<file path="config.mk">
export PLATFORM = sky130hd
export DESIGN_NAME = rxfmc_top
export DESIGN_NICKNAME = d
export VERILOG_FILES = /design/src/rtl/rxfmc_pkg.sv /design/src/rtl/rxfmc_top.sv
export SDC_FILE = /design/constraint.sdc
export NUM_CORES = 1
export LEC_CHECK = 0
export BUFFER_PORTS_ARGS = -buffer_cell sky130_fd_sc_hd__buf_4
export CORE_MARGIN = 10
export CORE_UTILIZATION = 55
export CTS_BUF_LIST = sky130_fd_sc_hd__clkbuf_16
export CTS_CLUSTER_DIAMETER = 200
export CTS_CLUSTER_SIZE = 24
export DETAILED_ROUTE_END_ITERATION = 8
export PLACE_DENSITY = 0.7
export SYNTH_ARGS = -nofsm -noshare
export SYNTH_HDL_FRONTEND = slang
export SYNTH_SLANG_ARGS = --single-unit
</file>
<file path="constraint.sdc">
create_clock -name pclk -period 8.5 [get_ports pclk]
set_input_delay 0.85 -clock pclk [delete_from_list [all_inputs] [get_ports pclk]]
set_output_delay 0.85 -clock pclk [all_outputs]
set_load 0.05 [all_outputs]
</file>
<file path="src/rtl/rxfmc_pkg.sv">
// constants, register map and carrier types of the receive framer control
package rxfmc_pkg;
    localparam int NUM_PORTS = 4;
    localparam int ADDR_W = 16;
    // register indices; byte address is four times the index
    localparam logic [11:0] IDX_SA6 = 12'h06F;
    localparam logic [11:0] IDX_MASTER = 12'h080;
    localparam logic [11:0] IDX_CTRL1 = 12'h081;
    localparam logic [11:0] IDX_CTRL2 = 12'h082;
    localparam logic [11:0] IDX_CTRL3 = 12'h083;
    localparam logic [11:0] IDX_STATUS = 12'h0A0;
    localparam logic [11:0] PORT_STRIDE = 12'h200;
    localparam logic [11:0] PORT_FIELD = 12'h600;
    localparam logic [7:0] REG_RESET = 8'h00;
    // writable masks; reserved bits read as zero
    localparam logic [7:0] MASK_MASTER = 8'hC3;
    localparam logic [7:0] MASK_C1_T1 = 8'hFF;
    localparam logic [7:0] MASK_C1_E1 = 8'h7F;
    localparam logic [7:0] MASK_C2_T1 = 8'h3F;
    localparam logic [7:0] MASK_C2_E1 = 8'hF9;
    localparam logic [7:0] MASK_C3 = 8'hA3;
    // master mode fields
    localparam int MM_FRAMER_EN = 7;
    localparam int MM_INIT_DONE = 6;
    localparam int MM_SOFT_RST = 1;
    localparam int MM_STD_SEL = 0;
    // control one, t1 and e1 meanings
    localparam int C1_SYNC_QUAL = 7;
    localparam int C1_HDB3 = 6;
    localparam int C1_B8ZS = 6;
    localparam int C1_FMT = 5;
    localparam int C1_ARC = 4;
    localparam int C1_G802 = 4;
    localparam int C1_SYNC_SEARCH_CRITERIA = 3;
    localparam int C1_CRC4 = 3;
    localparam int C1_JCRC = 2;
    localparam int C1_FRC = 2;
    localparam int C1_NOAUTO = 1;
    localparam int C1_RESYNC = 0;
    localparam int C2_UP_LSB = 3;
    localparam int C2_LOSA = 0;
    // line timing
    localparam logic [7:0] T1_LAST_BIT = 8'd192;
    localparam logic [7:0] E1_LAST_BIT = 8'd255;
    localparam logic [4:0] D4_LAST_FRM = 5'd11;
    localparam logic [4:0] ESF_LAST_FRM = 5'd23;
    localparam logic [4:0] E1_LAST_FRM = 5'd15;
    localparam logic [7:0] E1_TS0_END = 8'd7;
    localparam logic [7:0] SA4_BIT = 8'd3;
    localparam logic [7:0] SA6_BIT = 8'd5;
    localparam logic [7:0] SA8_BIT = 8'd7;
    localparam logic [7:0] SLOT26_BIT1 = 8'd208;
    localparam logic [6:0] E1_FAS = 7'h1B;
    localparam logic [11:0] D4_PATTERN = 12'h8DC;
    localparam logic [5:0] ESF_FPS = 6'h0B;
    localparam logic [4:0] QUAL_SHORT = 5'd10;
    localparam logic [4:0] QUAL_LONG = 5'd24;
    localparam logic [4:0] QUAL_E1 = 5'd2;
    localparam logic [1:0] ERR_LIMIT = 2'd3;
    localparam logic [11:0] LOS_E1_SHORT = 12'd255;
    localparam logic [11:0] LOS_E1_LONG = 12'd2048;
    localparam logic [11:0] LOS_T1 = 12'd192;
    localparam logic [11:0] ZCNT_MAX = 12'hFFF;
    localparam logic [7:0] CLR_ZSUB_E1 = 8'h09;
    localparam logic [7:0] CLR_ZSUB_T1 = 8'h1B;
    localparam logic [5:0] CRC_MASK_T1 = 6'h3F;
    localparam logic [5:0] CRC_MASK_E1 = 6'h0F;

    typedef struct packed {
        logic [7:0] master;
        logic [7:0] ctrl1;
        logic [7:0] ctrl2;
        logic [7:0] ctrl3;
    } rxfmc_cfg_t;

    typedef struct packed {
        logic in_sync;
        logic los;
        logic crc_err;
        logic [3:0] sa6;
    } rxfmc_stat_t;

    typedef enum logic [1:0] {ST_OFF, ST_HUNT, ST_QUAL, ST_SYNC} rxfmc_state_t;
endpackage : rxfmc_pkg

</file>
<file path="src/rtl/rxfmc_top.sv">
// four-port receive framer with apb register file
//
// Chosen here: the APB slave port.
`timescale 1ns/10ps
`default_nettype none

module rxfmc_port (
    input wire logic pclk,
    input wire logic presetn,
    input wire rxfmc_pkg::rxfmc_cfg_t cfg,
    input wire logic line_clk,
    input wire logic line_pos,
    input wire logic line_neg,
    output var rxfmc_pkg::rxfmc_stat_t stat,
    output logic rx_data,
    output logic dl_clk,
    output logic blank_out
);
    logic [2:0] clk_s;
    logic [2:0] pos_s;
    logic [2:0] neg_s;
    logic clk_f;
    logic resync_d;
    logic resync_pend;
    logic last_pol;
    logic [7:0] mk;
    logic [7:0] vf;
    logic [7:0] win;
    logic [11:0] zcnt;
    logic [7:0] bit_pos;
    logic [4:0] frm;
    logic [4:0] qcnt;
    logic [1:0] ecnt;
    logic [5:0] crc;
    logic [5:0] crc_prev;
    logic [5:0] rcv;
    rxfmc_pkg::rxfmc_state_t state;

    // a level counts only once the second and third stages agree
    wire stable = clk_s[1] == clk_s[2];
    wire tick = stable && clk_s[1] && !clk_f;
    wire pos_in = pos_s[2];
    wire mark_in = pos_s[2] | neg_s[2];

    wire e1 = cfg.master[rxfmc_pkg::MM_STD_SEL];
    wire run = cfg.master[rxfmc_pkg::MM_INIT_DONE] & cfg.master[rxfmc_pkg::MM_FRAMER_EN]
        & ~cfg.master[rxfmc_pkg::MM_SOFT_RST];
    wire esf = ~cfg.ctrl1[rxfmc_pkg::C1_FMT];
    wire sync_search_criteria = cfg.ctrl1[rxfmc_pkg::C1_SYNC_SEARCH_CRITERIA];
    wire auto_ok = ~cfg.ctrl1[rxfmc_pkg::C1_NOAUTO];
    wire resync_req = cfg.ctrl1[rxfmc_pkg::C1_RESYNC] & ~resync_d;

    // zero substitution removal over an eight-bit delay line
    wire viol = mark_in & (pos_in == last_pol);
    wire [7:0] mk_sh = {mk[6:0], mark_in};
    wire [7:0] vf_sh = {vf[6:0], viol};
    wire hdb_hit = e1 & cfg.ctrl1[rxfmc_pkg::C1_HDB3] & vf_sh[0];
    wire b8_hit = ~e1 & cfg.ctrl1[rxfmc_pkg::C1_B8ZS] & vf_sh[1] & vf_sh[4] & mk_sh[0];
    wire [7:0] clr = hdb_hit ? rxfmc_pkg::CLR_ZSUB_E1 : (b8_hit ? rxfmc_pkg::CLR_ZSUB_T1 : 8'h00);
    wire d = mk[7];
    wire [7:0] win_n = {win[6:0], d};

    // loss of signal threshold
    wire [11:0] los_lim = e1 ? (cfg.ctrl2[rxfmc_pkg::C2_LOSA] ? rxfmc_pkg::LOS_E1_LONG
        : rxfmc_pkg::LOS_E1_SHORT) : rxfmc_pkg::LOS_T1;
    wire los_now = zcnt >= los_lim;

    // frame position
    wire [7:0] last_bit = e1 ? rxfmc_pkg::E1_LAST_BIT : rxfmc_pkg::T1_LAST_BIT;
    wire [4:0] last_frm = e1 ? rxfmc_pkg::E1_LAST_FRM
        : (esf ? rxfmc_pkg::ESF_LAST_FRM : rxfmc_pkg::D4_LAST_FRM);
    wire end_bit = bit_pos == last_bit;
    wire end_frm = frm == last_frm;
    wire fas_frm = ~frm[0];

    // t1 framing bit check
    wire [2:0] fps_idx = 3'(frm[4:2]);
    wire exp_esf = rxfmc_pkg::ESF_FPS[3'd5 - fps_idx];
    wire exp_d4 = rxfmc_pkg::D4_PATTERN[4'd11 - 4'(frm[3:0])];
    wire d4_chk = ~frm[0] | sync_search_criteria | (state == rxfmc_pkg::ST_SYNC);
    wire t1_chk = ~e1 && bit_pos == 8'd0 && (esf ? frm[1:0] == 2'd3 : d4_chk);
    wire t1_ok = d == (esf ? exp_esf : exp_d4);

    // e1 alignment word check
    wire fas_hit = win_n[6:0] == rxfmc_pkg::E1_FAS;
    wire e1_at = e1 && bit_pos == rxfmc_pkg::E1_TS0_END;
    wire frame_resync_criteria = cfg.ctrl1[rxfmc_pkg::C1_FRC];
    wire e1_chk = e1_at && (fas_frm || frame_resync_criteria || state != rxfmc_pkg::ST_SYNC);
    wire e1_ok = fas_frm ? fas_hit : win_n[6];

    wire chk = t1_chk | e1_chk;
    wire chk_ok = e1 ? e1_ok : t1_ok;
    wire [4:0] qual_target = e1 ? rxfmc_pkg::QUAL_E1
        : (cfg.ctrl1[rxfmc_pkg::C1_SYNC_QUAL] ? rxfmc_pkg::QUAL_LONG : rxfmc_pkg::QUAL_SHORT);

    // crc-6 for t1 esf, crc-4 for e1; both share the x+1 low terms
    wire jcrc = cfg.ctrl1[rxfmc_pkg::C1_JCRC];
    wire [5:0] crc_mask = e1 ? rxfmc_pkg::CRC_MASK_E1 : rxfmc_pkg::CRC_MASK_T1;
    wire crc_din = (bit_pos != 8'd0) ? d : (e1 ? (frm[0] & d) : (~jcrc | d));
    wire crc_fb = (e1 ? crc[3] : crc[5]) ^ crc_din;
    wire [5:0] crc_n = ({crc[4:0], 1'b0} ^ {4'h0, crc_fb, crc_fb}) & crc_mask;
    wire crc_on = e1 ? cfg.ctrl1[rxfmc_pkg::C1_CRC4] : esf;
    wire rcv_at = bit_pos == 8'd0 && (e1 ? fas_frm : frm[1:0] == 2'd1);
    wire blk_end = end_bit && (e1 ? frm[2:0] == 3'd7 : end_frm);
    wire crc_bad = ((rcv & crc_mask) != crc_prev);

    // resync causes
    wire oof = chk && !chk_ok && ecnt == (rxfmc_pkg::ERR_LIMIT - 2'd1);
    wire auto_cause = oof | (~e1 & ~cfg.ctrl1[rxfmc_pkg::C1_ARC] & los_now);
    wire lose = resync_pend | (auto_ok & auto_cause);

    wire sa_bit = e1 && !fas_frm && bit_pos >= rxfmc_pkg::SA4_BIT && bit_pos <= rxfmc_pkg::SA8_BIT;

    always_ff @(posedge pclk or negedge presetn) begin
        if (!presetn) begin
            clk_s <= 3'h0;
            pos_s <= 3'h0;
            neg_s <= 3'h0;
            clk_f <= 1'b0;
            resync_d <= 1'b0;
        end else begin
            clk_s <= {clk_s[1:0], line_clk};
            pos_s <= {pos_s[1:0], line_pos};
            neg_s <= {neg_s[1:0], line_neg};
            if (stable) begin
                clk_f <= clk_s[1];
            end
            resync_d <= cfg.ctrl1[rxfmc_pkg::C1_RESYNC];
        end
    end

    always_ff @(posedge pclk or negedge presetn) begin
        if (!presetn) begin
            resync_pend <= 1'b0;
        end else if (!run) begin
            resync_pend <= 1'b0;
        end else if (resync_req) begin
            resync_pend <= 1'b1;
        end else if (tick) begin
            resync_pend <= 1'b0;
        end
    end

    always_ff @(posedge pclk or negedge presetn) begin
        if (!presetn) begin
            last_pol <= 1'b0;
            mk <= 8'h00;
            vf <= 8'h00;
            win <= 8'h00;
            zcnt <= 12'h000;
        end else if (!run) begin
            last_pol <= 1'b0;
            mk <= 8'h00;
            vf <= 8'h00;
            win <= 8'h00;
            zcnt <= 12'h000;
        end else if (tick) begin
            if (mark_in) begin
                last_pol <= pos_in;
            end
            mk <= mk_sh & ~clr;
            vf <= vf_sh;
            win <= win_n;
            zcnt <= mark_in ? 12'h000 : ((zcnt == rxfmc_pkg::ZCNT_MAX) ? zcnt : zcnt + 12'h001);
        end
    end

    // framing state machine; held idle while the framer is not running
    always_ff @(posedge pclk or negedge presetn) begin
        if (!presetn) begin
            state <= rxfmc_pkg::ST_OFF;
            bit_pos <= 8'h00;
            frm <= 5'h00;
            qcnt <= 5'h00;
            ecnt <= 2'h0;
        end else if (!run) begin
            state <= rxfmc_pkg::ST_OFF;
            bit_pos <= 8'h00;
            frm <= 5'h00;
            qcnt <= 5'h00;
            ecnt <= 2'h0;
        end else if (tick) begin
            if (end_bit) begin
                bit_pos <= 8'h00;
                frm <= end_frm ? 5'h00 : frm + 5'h01;
            end else begin
                bit_pos <= bit_pos + 8'h01;
            end
            case (state)
                rxfmc_pkg::ST_OFF: begin
                    state <= rxfmc_pkg::ST_HUNT;
                end
                rxfmc_pkg::ST_HUNT: begin
                    qcnt <= 5'h00;
                    ecnt <= 2'h0;
                    if (e1 && fas_hit) begin
                        bit_pos <= rxfmc_pkg::E1_TS0_END + 8'h01;
                        frm <= 5'h00;
                        qcnt <= 5'h01;
                        state <= rxfmc_pkg::ST_QUAL;
                    end else if (t1_chk) begin
                        if (t1_ok) begin
                            qcnt <= 5'h01;
                            state <= rxfmc_pkg::ST_QUAL;
                        end else begin
                            bit_pos <= bit_pos; // slip one bit
                        end
                    end
                end
                rxfmc_pkg::ST_QUAL: begin
                    if (resync_pend) begin
                        state <= rxfmc_pkg::ST_HUNT;
                    end else if (~e1 && esf && sync_search_criteria && blk_end && crc_bad) begin
                        state <= rxfmc_pkg::ST_HUNT;
                    end else if (chk) begin
                        if (!chk_ok) begin
                            state <= rxfmc_pkg::ST_HUNT;
                        end else if (qcnt + 5'h01 >= qual_target) begin
                            state <= rxfmc_pkg::ST_SYNC;
                        end else begin
                            qcnt <= qcnt + 5'h01;
                        end
                    end
                end
                rxfmc_pkg::ST_SYNC: begin
                    if (lose) begin
                        state <= rxfmc_pkg::ST_HUNT;
                    end else if (chk) begin
                        ecnt <= chk_ok ? 2'h0 : ecnt + 2'h1;
                    end
                end
                default: begin
                    state <= rxfmc_pkg::ST_OFF;
                end
            endcase
        end
    end

    always_ff @(posedge pclk or negedge presetn) begin
        if (!presetn) begin
            crc <= 6'h00;
            crc_prev <= 6'h00;
            rcv <= 6'h00;
            stat <= '0;
            rx_data <= 1'b0;
            dl_clk <= 1'b0;
            blank_out <= 1'b0;
        end else if (!run) begin
            crc <= 6'h00;
            crc_prev <= 6'h00;
            rcv <= 6'h00;
            stat <= '0;
            rx_data <= 1'b0;
            dl_clk <= 1'b0;
            blank_out <= 1'b0;
        end else begin
            stat.in_sync <= state == rxfmc_pkg::ST_SYNC;
            stat.los <= los_now;
            if (tick) begin
                rx_data <= d;
                // data link clock stays high for the whole selected bit
                dl_clk <= sa_bit && cfg.ctrl2[bit_pos[2:0]] && state == rxfmc_pkg::ST_SYNC;
                blank_out <= e1 && cfg.ctrl1[rxfmc_pkg::C1_G802] && bit_pos == rxfmc_pkg::SLOT26_BIT1;
                if (e1 && !fas_frm && bit_pos == rxfmc_pkg::SA6_BIT) begin
                    // free-running window, not aligned to the submultiframe
                    stat.sa6 <= {stat.sa6[2:0], d};
                end
                if (rcv_at) begin
                    rcv <= {rcv[4:0], d};
                end
                if (blk_end) begin
                    stat.crc_err <= crc_on && state == rxfmc_pkg::ST_SYNC && crc_bad;
                    crc_prev <= crc_n;
                    crc <= 6'h00;
                end else begin
                    crc <= crc_n;
                end
            end
        end
    end
endmodule : rxfmc_port

// Overview of operation
// - Sa6 codeword reported as last four Sa6 bits, any rotation possible.
// - framer enable clear holds the framer idle; set runs it only with initialization done set and soft reset clear.
// - configuration is acted on only once initialization done is set.
// - soft reset is a level; receiver held in reset while it is one.
// - mode bit picks T1 at zero, E1 at one; control meanings follow.
// - T1 sync declared after 10 or 24 qualified framing bits.
// - T1 zero substitution decoded only when its enable is set.
// - T1 format bit selects ESF at zero, D4 at one.
// - T1 auto resync on loss of frame or signal, or frame only.
// - sync criteria bit picks Ft-then-Fs or coupled; FPS alone or with CRC.
// - CRC-6 uses standard or Japanese variant per select bit.
// - sync enable bit zero allows auto resync, one forbids it.
// - rising edge of resync bit starts one resynchronization.
// - E1 HDB3 decoded only when its enable is set.
// - E1 signaling bit (CAS at zero, CCS at one) is stored only; no framing logic reads it.
// - G.802 bit forces channel blanking high on slot 26 bit 1.
// - E1 CRC-4 checking performed only when enabled.
// - E1 resync after three bad FAS words, optionally counting non-FAS bit 2.
// - loop code length fields (code plus one bits, 111 for 8 or 16) are stored only; no loop code detection.
// - each Sa select bit gates the data link clock at its position.
// - E1 loss of signal after 255 or 2048 consecutive zeros.
// - four independent port copies of the controls at stride 200h.
module rxfmc_top (
    input wire logic pclk,
    input wire logic presetn,
    input wire logic psel,
    input wire logic penable,
    input wire logic pwrite,
    input wire logic [rxfmc_pkg::ADDR_W-1:0] paddr,
    input wire logic [31:0] pwdata,
    input wire logic [3:0] pstrb,
    output logic [31:0] prdata,
    output logic pready,
    output logic pslverr,
    input wire logic [rxfmc_pkg::NUM_PORTS-1:0] rx_line_clk,
    input wire logic [rxfmc_pkg::NUM_PORTS-1:0] rx_line_pos,
    input wire logic [rxfmc_pkg::NUM_PORTS-1:0] rx_line_neg,
    output logic [rxfmc_pkg::NUM_PORTS-1:0] rx_serial_data,
    output logic [rxfmc_pkg::NUM_PORTS-1:0] rx_data_link_bit_clock,
    output logic [rxfmc_pkg::NUM_PORTS-1:0] rx_channel_blank_out
);
    rxfmc_pkg::rxfmc_cfg_t cfg_reg [rxfmc_pkg::NUM_PORTS];
    rxfmc_pkg::rxfmc_stat_t stat_w [rxfmc_pkg::NUM_PORTS];

    wire [11:0] idx = paddr[13:2];
    wire [1:0] port = idx[10:9];
    wire [11:0] loc = idx & ~rxfmc_pkg::PORT_FIELD;
    wire aligned = paddr[1:0] == 2'b00 && paddr[15:14] == 2'b00;
    wire h_mm = aligned && loc == rxfmc_pkg::IDX_MASTER;
    wire h_c1 = aligned && loc == rxfmc_pkg::IDX_CTRL1;
    wire h_c2 = aligned && loc == rxfmc_pkg::IDX_CTRL2;
    wire h_c3 = aligned && loc == rxfmc_pkg::IDX_CTRL3;
    wire h_sa6 = aligned && loc == rxfmc_pkg::IDX_SA6;
    wire h_st = aligned && loc == rxfmc_pkg::IDX_STATUS;
    wire mapped = h_mm | h_c1 | h_c2 | h_c3 | h_sa6 | h_st;

    wire rxfmc_pkg::rxfmc_cfg_t sel_cfg = cfg_reg[port];
    wire rxfmc_pkg::rxfmc_stat_t sel_st = stat_w[port];
    wire sel_e1 = sel_cfg.master[rxfmc_pkg::MM_STD_SEL];
    wire [7:0] rd_byte = h_mm ? sel_cfg.master
        : h_c1 ? sel_cfg.ctrl1
        : h_c2 ? sel_cfg.ctrl2
        : h_c3 ? sel_cfg.ctrl3
        : h_sa6 ? {4'h0, sel_st.sa6}
        : h_st ? {5'h00, sel_st.crc_err, sel_st.los, sel_st.in_sync}
        : 8'h00;
    // shared offsets keep only the bits defined for the current mode
    wire [7:0] wmask = h_mm ? rxfmc_pkg::MASK_MASTER
        : h_c1 ? (sel_e1 ? rxfmc_pkg::MASK_C1_E1 : rxfmc_pkg::MASK_C1_T1)
        : h_c2 ? (sel_e1 ? rxfmc_pkg::MASK_C2_E1 : rxfmc_pkg::MASK_C2_T1)
        : h_c3 ? rxfmc_pkg::MASK_C3
        : 8'h00;
    wire [7:0] wbyte = pwdata[7:0] & wmask;
    wire setup = psel & ~penable;
    wire wr = psel & penable & pready & pwrite & pstrb[0] & mapped;

    // no wait state: read data and error are registered in the setup cycle so that they come from flip-flops
    always_ff @(posedge pclk or negedge presetn) begin
        if (!presetn) begin
            pready <= 1'b0;
            pslverr <= 1'b0;
            prdata <= 32'h0000_0000;
        end else begin
            pready <= setup;
            pslverr <= setup & ~mapped;
            if (setup) begin
                prdata <= {24'h00_0000, rd_byte};
            end
        end
    end

    always_ff @(posedge pclk or negedge presetn) begin
        if (!presetn) begin
            for (int i = 0; i < rxfmc_pkg::NUM_PORTS; i++) begin
                cfg_reg[i] <= {4{rxfmc_pkg::REG_RESET}};
            end
        end else if (wr) begin
            for (int i = 0; i < rxfmc_pkg::NUM_PORTS; i++) begin
                if (port == 2'(i)) begin
                    if (h_mm) cfg_reg[i].master <= wbyte;
                    if (h_c1) cfg_reg[i].ctrl1 <= wbyte;
                    if (h_c2) cfg_reg[i].ctrl2 <= wbyte;
                    if (h_c3) cfg_reg[i].ctrl3 <= wbyte;
                end
            end
        end
    end

    for (genvar g = 0; g < rxfmc_pkg::NUM_PORTS; g++) begin : g_port
        rxfmc_port u_port (
            .pclk(pclk),
            .presetn(presetn),
            .cfg(cfg_reg[g]),
            .line_clk(rx_line_clk[g]),
            .line_pos(rx_line_pos[g]),
            .line_neg(rx_line_neg[g]),
            .stat(stat_w[g]),
            .rx_data(rx_serial_data[g]),
            .dl_clk(rx_data_link_bit_clock[g]),
            .blank_out(rx_channel_blank_out[g])
        );
    end
endmodule : rxfmc_top

`default_nettype wire

</file>
==> summary.txt <==
Outcome
  • Status: finished, final reports clean

Synthesis
  • Post-synth EDFFs: 0
  • Count of distinct cell types in the synthesized netlist: 91
  • Synthesized area: 27400 sq um
  • Arithmetic-cell share of the synthesized area counting full adders, half adders and majority gates: 4.94%
  • Share of cell area taken by muxes after synthesis: 10.3%
  • Count of warnings emitted by yosys: 0
  • Area fraction in compound gates after synthesis: 12.8%
  • Simple logic cell fraction of the synthesized area: 19.5%
  • Cell count after synthesis: 2763
  • Share of synthesized flip-flops with an asynchronous set or reset: 100%
  • XOR/XNOR share of the synthesized area: 2.21%
  • Predominant post-synthesis flop cell: sky130_fd_sc_hd__dfrtp_1
  • Synth area leaders: sky130_fd_sc_hd__dfrtp_1, sky130_fd_sc_hd__ha_1, sky130_fd_sc_hd__nand2_1
  • Largest family of logic cells by synthesized area: simple AND/OR/NAND/NOR gates
  • Post-Syn Area per Cell: 9.90 sq um
  • Sequential area share after synthesis: 46.3%
  • Cell type contributing the most total cell area after synthesis: sky130_fd_sc_hd__dfrtp_1
  • Synth top area share: 46.3%
  • Flops & latches, synth: 506

Clock tree
  • Clock latency reported for the late side of the worst-skew pair: 0.59 ns
  • Number of buffers inserted during clock tree synthesis: 25
  • Clock input transition at the sequential cells of the worst setup and hold paths: 0.10 ns
  • Number of gates given a new drive strength after cts: 0
  • Number of setup buffers added after CTS: 0
  • H-Tree Depth: 1
  • Post-CTS Hold Buffers: 0
  • Clock tree root driver cell: sky130_fd_sc_hd__clkbuf_16
  • Clock tree from TritonCTS: yes
  • Number of clock sinks seen by CTS: 506
  • Clock Path Buffers: 3

STA
  • Pins Over Slew Limit: 0
  • Setup_tns: 0 ns
  • Setup skew after layout: 0.0339 ns
  • Number of setup violations in the final report: 0
  • Final hold vios: 0
  • Shortest period the worst path allows: 3.45 ns
  • Portion of the clock cycle consumed by the worst path in the final layout: 40.6%
  • RSZ-0062 raised after global routing: false
  • Transition time of the tightest slew-check pin: 1.18 ns
  • Peak clock frequency supported by timing: 290 MHz
  • Headroom to the max-slew limit: 20.4%

Die
  • Count of pins on the block boundary: 115
  • Height of the die: 243 um
  • FP Rows: 81
  • Die W: 243 um
  • Die Outline Area: 59100 sq um
  • Initial core utilization: 55.8%
  • Floorplan Core Area: 49100 sq um

Power
  • Peak supply drop: 130 uV
  • Switching share of power: 23.3%
  • Sequential share of power: 62.2%
  • Comb power frac: 4.1%
  • Power density over the cells: 135 nW/um^2
  • Clock group share of total power: 33.7%
  • Cell internal power dissipation: 2.99 mW
  • Net switching power: 0.907 mW
  • Leakage power: 12.5 nW

Worst setup path
  • Element type at the critical path start: flop
  • Worst setup path category: flop to flop
  • Critical path's largest stage delay: 0.50 ns
  • Slowest cell on the critical path: sky130_fd_sc_hd__dfrtp_1
  • Crit path cell chain: nand2b_1 > inv_1 > ha_1 > nand2b_1 > a2111o_1 > a31o_2 > o21ai_0 > or4b_1 > or4b_1 > o21ai_0
  • Kind of end point of the critical path: flop
  • Data arrival time of the critical path: 3.96 ns
  • Crit-path max FO: 6
  • Required time worst endpoint: 9.01 ns

Final layout
  • Post-route insts no fill: 3399
  • Fillcell total: 4197
  • Number of antenna cells inserted: 0
  • Syn-to-layout area delta: 5.45%
  • Share of layout cells above drive strength 1: 10.6%
  • Max reg flops: 128
  • Post-Layout Inst Area: 28900 sq um
  • Nets@finish: 2913
  • Total area of sequential cells: 12700 sq um
  • Area taken by multi-input logic gates: 13700 sq um

Detailed routing
  • Average detailed-routed wire length per instance: 19.3 um
  • Number of violations reported at the end of detailed-routing iteration 0: 1753
  • Number of nets with antenna violations after routing: 0
  • Remaining routing DRC violations: 0
  • Via density: 6.09
  • 1st-pass router iterations: 7
  • Amount of wire on met2 after detailed routing: 31100 um
  • Total wirelength of the detailed-routed design: 65700 um
  • Topmost layer with routed signal wires: met4
  • Met1 wire length: 28900 um
  • Met3 wire length: 4510 um
  • Via count of the routed design: 20.7k

Min path
  • HP Class: input port to async pin

Job
  • Maximum Capacitance Violations: 0

Placed design
  • Port Buf Inserts: 63
  • Sum of net half-perimeters after detailed placement: 46400 um
  • DP Area: 28200 sq um
  • Number of cells in the design after placement: 3373
  • GP Congestion: 0.912

GRT
  • Maximum number of pins on one net before global-route repair: 166
  • Initial antenna violation count: 0
  • Number of global-route vias before repair: 20.3k
  • Wire length of the first global-routing pass: 108000 um
  • GRT Resource Usage Total: 21.9%
  • Grt ovf: 0
## power groups by stage
stage	logic (mW)	clock network [mW]	registers, mW
2_1_floorplan	0.0859	0	2.47
3_3_place_gp	0.160	0	2.47
3_5_place_dp	0.162	0	2.47
4_1_cts	0.163	1.35	2.42
5_1_grt	0.177	1.43	2.43
6_report	0.160	1.31	2.42
## Yosys cell counts, types with 7 or more instances
master                        n
sky130_fd_sc_hd__nor2_1     231
sky130_fd_sc_hd__a211oi_1    11
sky130_fd_sc_hd__or3_1       24
sky130_fd_sc_hd__a21oi_1    146
sky130_fd_sc_hd__clkbuf_1    98
sky130_fd_sc_hd__o41ai_1      7
sky130_fd_sc_hd__a31oi_1     31
sky130_fd_sc_hd__buf_1       20
sky130_fd_sc_hd__a31o_2       9
sky130_fd_sc_hd__xor2_1      27
sky130_fd_sc_hd__nand2b_1    41
sky130_fd_sc_hd__nor3b_1     10
sky130_fd_sc_hd__nor4_1      25
sky130_fd_sc_hd__ha_1       108
sky130_fd_sc_hd__nand2_1    337
sky130_fd_sc_hd__nand3_1    108
sky130_fd_sc_hd__a22oi_1      9
sky130_fd_sc_hd__nor2b_1     69
sky130_fd_sc_hd__buf_2        9
sky130_fd_sc_hd__mux4_2      47
sky130_fd_sc_hd__o31ai_1     24
sky130_fd_sc_hd__xnor2_1     42
sky130_fd_sc_hd__a21o_1      13
sky130_fd_sc_hd__or2_2       16
sky130_fd_sc_hd__buf_4       36
sky130_fd_sc_hd__and4_1       7
sky130_fd_sc_hd__o211ai_1     9
sky130_fd_sc_hd__o2111ai_1    9
sky130_fd_sc_hd__nand4b_1    14
sky130_fd_sc_hd__and3_1      26
sky130_fd_sc_hd__mux2_2      89
sky130_fd_sc_hd__a32o_1       7
sky130_fd_sc_hd__mux2i_1     73
sky130_fd_sc_hd__a22o_1      29
sky130_fd_sc_hd__nor3_1      54
sky130_fd_sc_hd__inv_1       88
sky130_fd_sc_hd__nand3b_1    14
sky130_fd_sc_hd__dfrtp_1    506
sky130_fd_sc_hd__nor4bb_1    13
sky130_fd_sc_hd__o21a_1      13
sky130_fd_sc_hd__and2_1      12
sky130_fd_sc_hd__nand4_1     30
sky130_fd_sc_hd__or4_1       11
sky130_fd_sc_hd__o21ai_0    157
## cells by family after synthesis
family | count (synthesis)
compound gates | 542
xor+xnor | 69
fa+ha+maj | 108
buf+inv | 252
flops | 506
mux | 211
other cells | 1
simple gates | 1074
## cell usage in the layout, fill, tap and decap left out, types with 54 or more instances in the layout
cell,count
sky130_fd_sc_hd__a21oi_1,146
sky130_fd_sc_hd__buf_4,84
sky130_fd_sc_hd__dfrtp_1,506
sky130_fd_sc_hd__ha_1,108
sky130_fd_sc_hd__inv_1,88
sky130_fd_sc_hd__mux2_2,89
sky130_fd_sc_hd__mux2i_1,73
sky130_fd_sc_hd__nand2_1,337
sky130_fd_sc_hd__nand3_1,108
sky130_fd_sc_hd__nor2_1,231
sky130_fd_sc_hd__nor2b_1,65
sky130_fd_sc_hd__nor3_1,54
sky130_fd_sc_hd__o21ai_0,157
## through the flow
| stage | setup WS, ns | utilization [%] | hold WS (ns) | power, mW |
|---|---|---|---|---|
| finish | 5.05 | 58.8 | 0.278 | 3.89 |
| detailed placement | 4.74 | 57.5 | 0.335 | 2.63 |
| global route | 4.82 | 58.8 | 0.337 | 4.04 |
| global placement | 4.87 | 57.5 | 0.332 | 2.63 |
| floorplan | 4.81 | - | 0.331 | 2.56 |
| CTS | 5.06 | 58.8 | 0.310 | 3.93 |
## area by class of cell
cell class,count,share of cell area (%)
clock buffers,25,2.17
clock inverters,1,0.104
inverters,89,1.16
multi-input cells,2028,47.5
flip-flops and latches,506,43.9
well taps,664,2.88
repair buffers,86,2.31
## routing by layer
layer / track usage [%] / vias up
met3: 3.62 / 76
met5: 0 / -
met4: 5.11 / 0
li1: - / 9753
met1: 30.2 / 10303
met2: 35.4 / 577
## final timing paths
kind | start | cells after the start | slack [ns] | end
min reg2reg | g_port[0].u_port.pos_s[1]$_DFF_PN0_ | 0 | 0.35 | g_port[0].u_port.pos_s[2]$_DFF_PN0_
max | cfg_reg[104]$_DFFE_PN0P_ | 10 | 5.05 | g_port[0].u_port.ecnt[0]$_DFFE_PN0P_
max reg2reg | cfg_reg[104]$_DFFE_PN0P_ | 10 | 5.05 | g_port[0].u_port.ecnt[0]$_DFFE_PN0P_
min | presetn | 1 | 0.28 | g_port[0].u_port.clk_s[2]$_DFF_PN0_
min in group pclk | g_port[0].u_port.pos_s[1]$_DFF_PN0_ | 0 | 0.35 | g_port[0].u_port.pos_s[2]$_DFF_PN0_
max in group asynchronous | presetn | 3 | 6.39 | g_port[1].u_port.last_pol$_DFFE_PN0P_
## worst max-delay path, delay by kind of cell (launching register included)
kind / cells / cell delay, ns
and+or+nand+nor: 4 / 1.37
DFF: 1 / 0.50
adders and majority gates: 1 / 0.26
buffers and inverters: 1 / 0.08
AOI/OAI and AO/OA: 4 / 1.16
(Power assumes the default switching activity.)
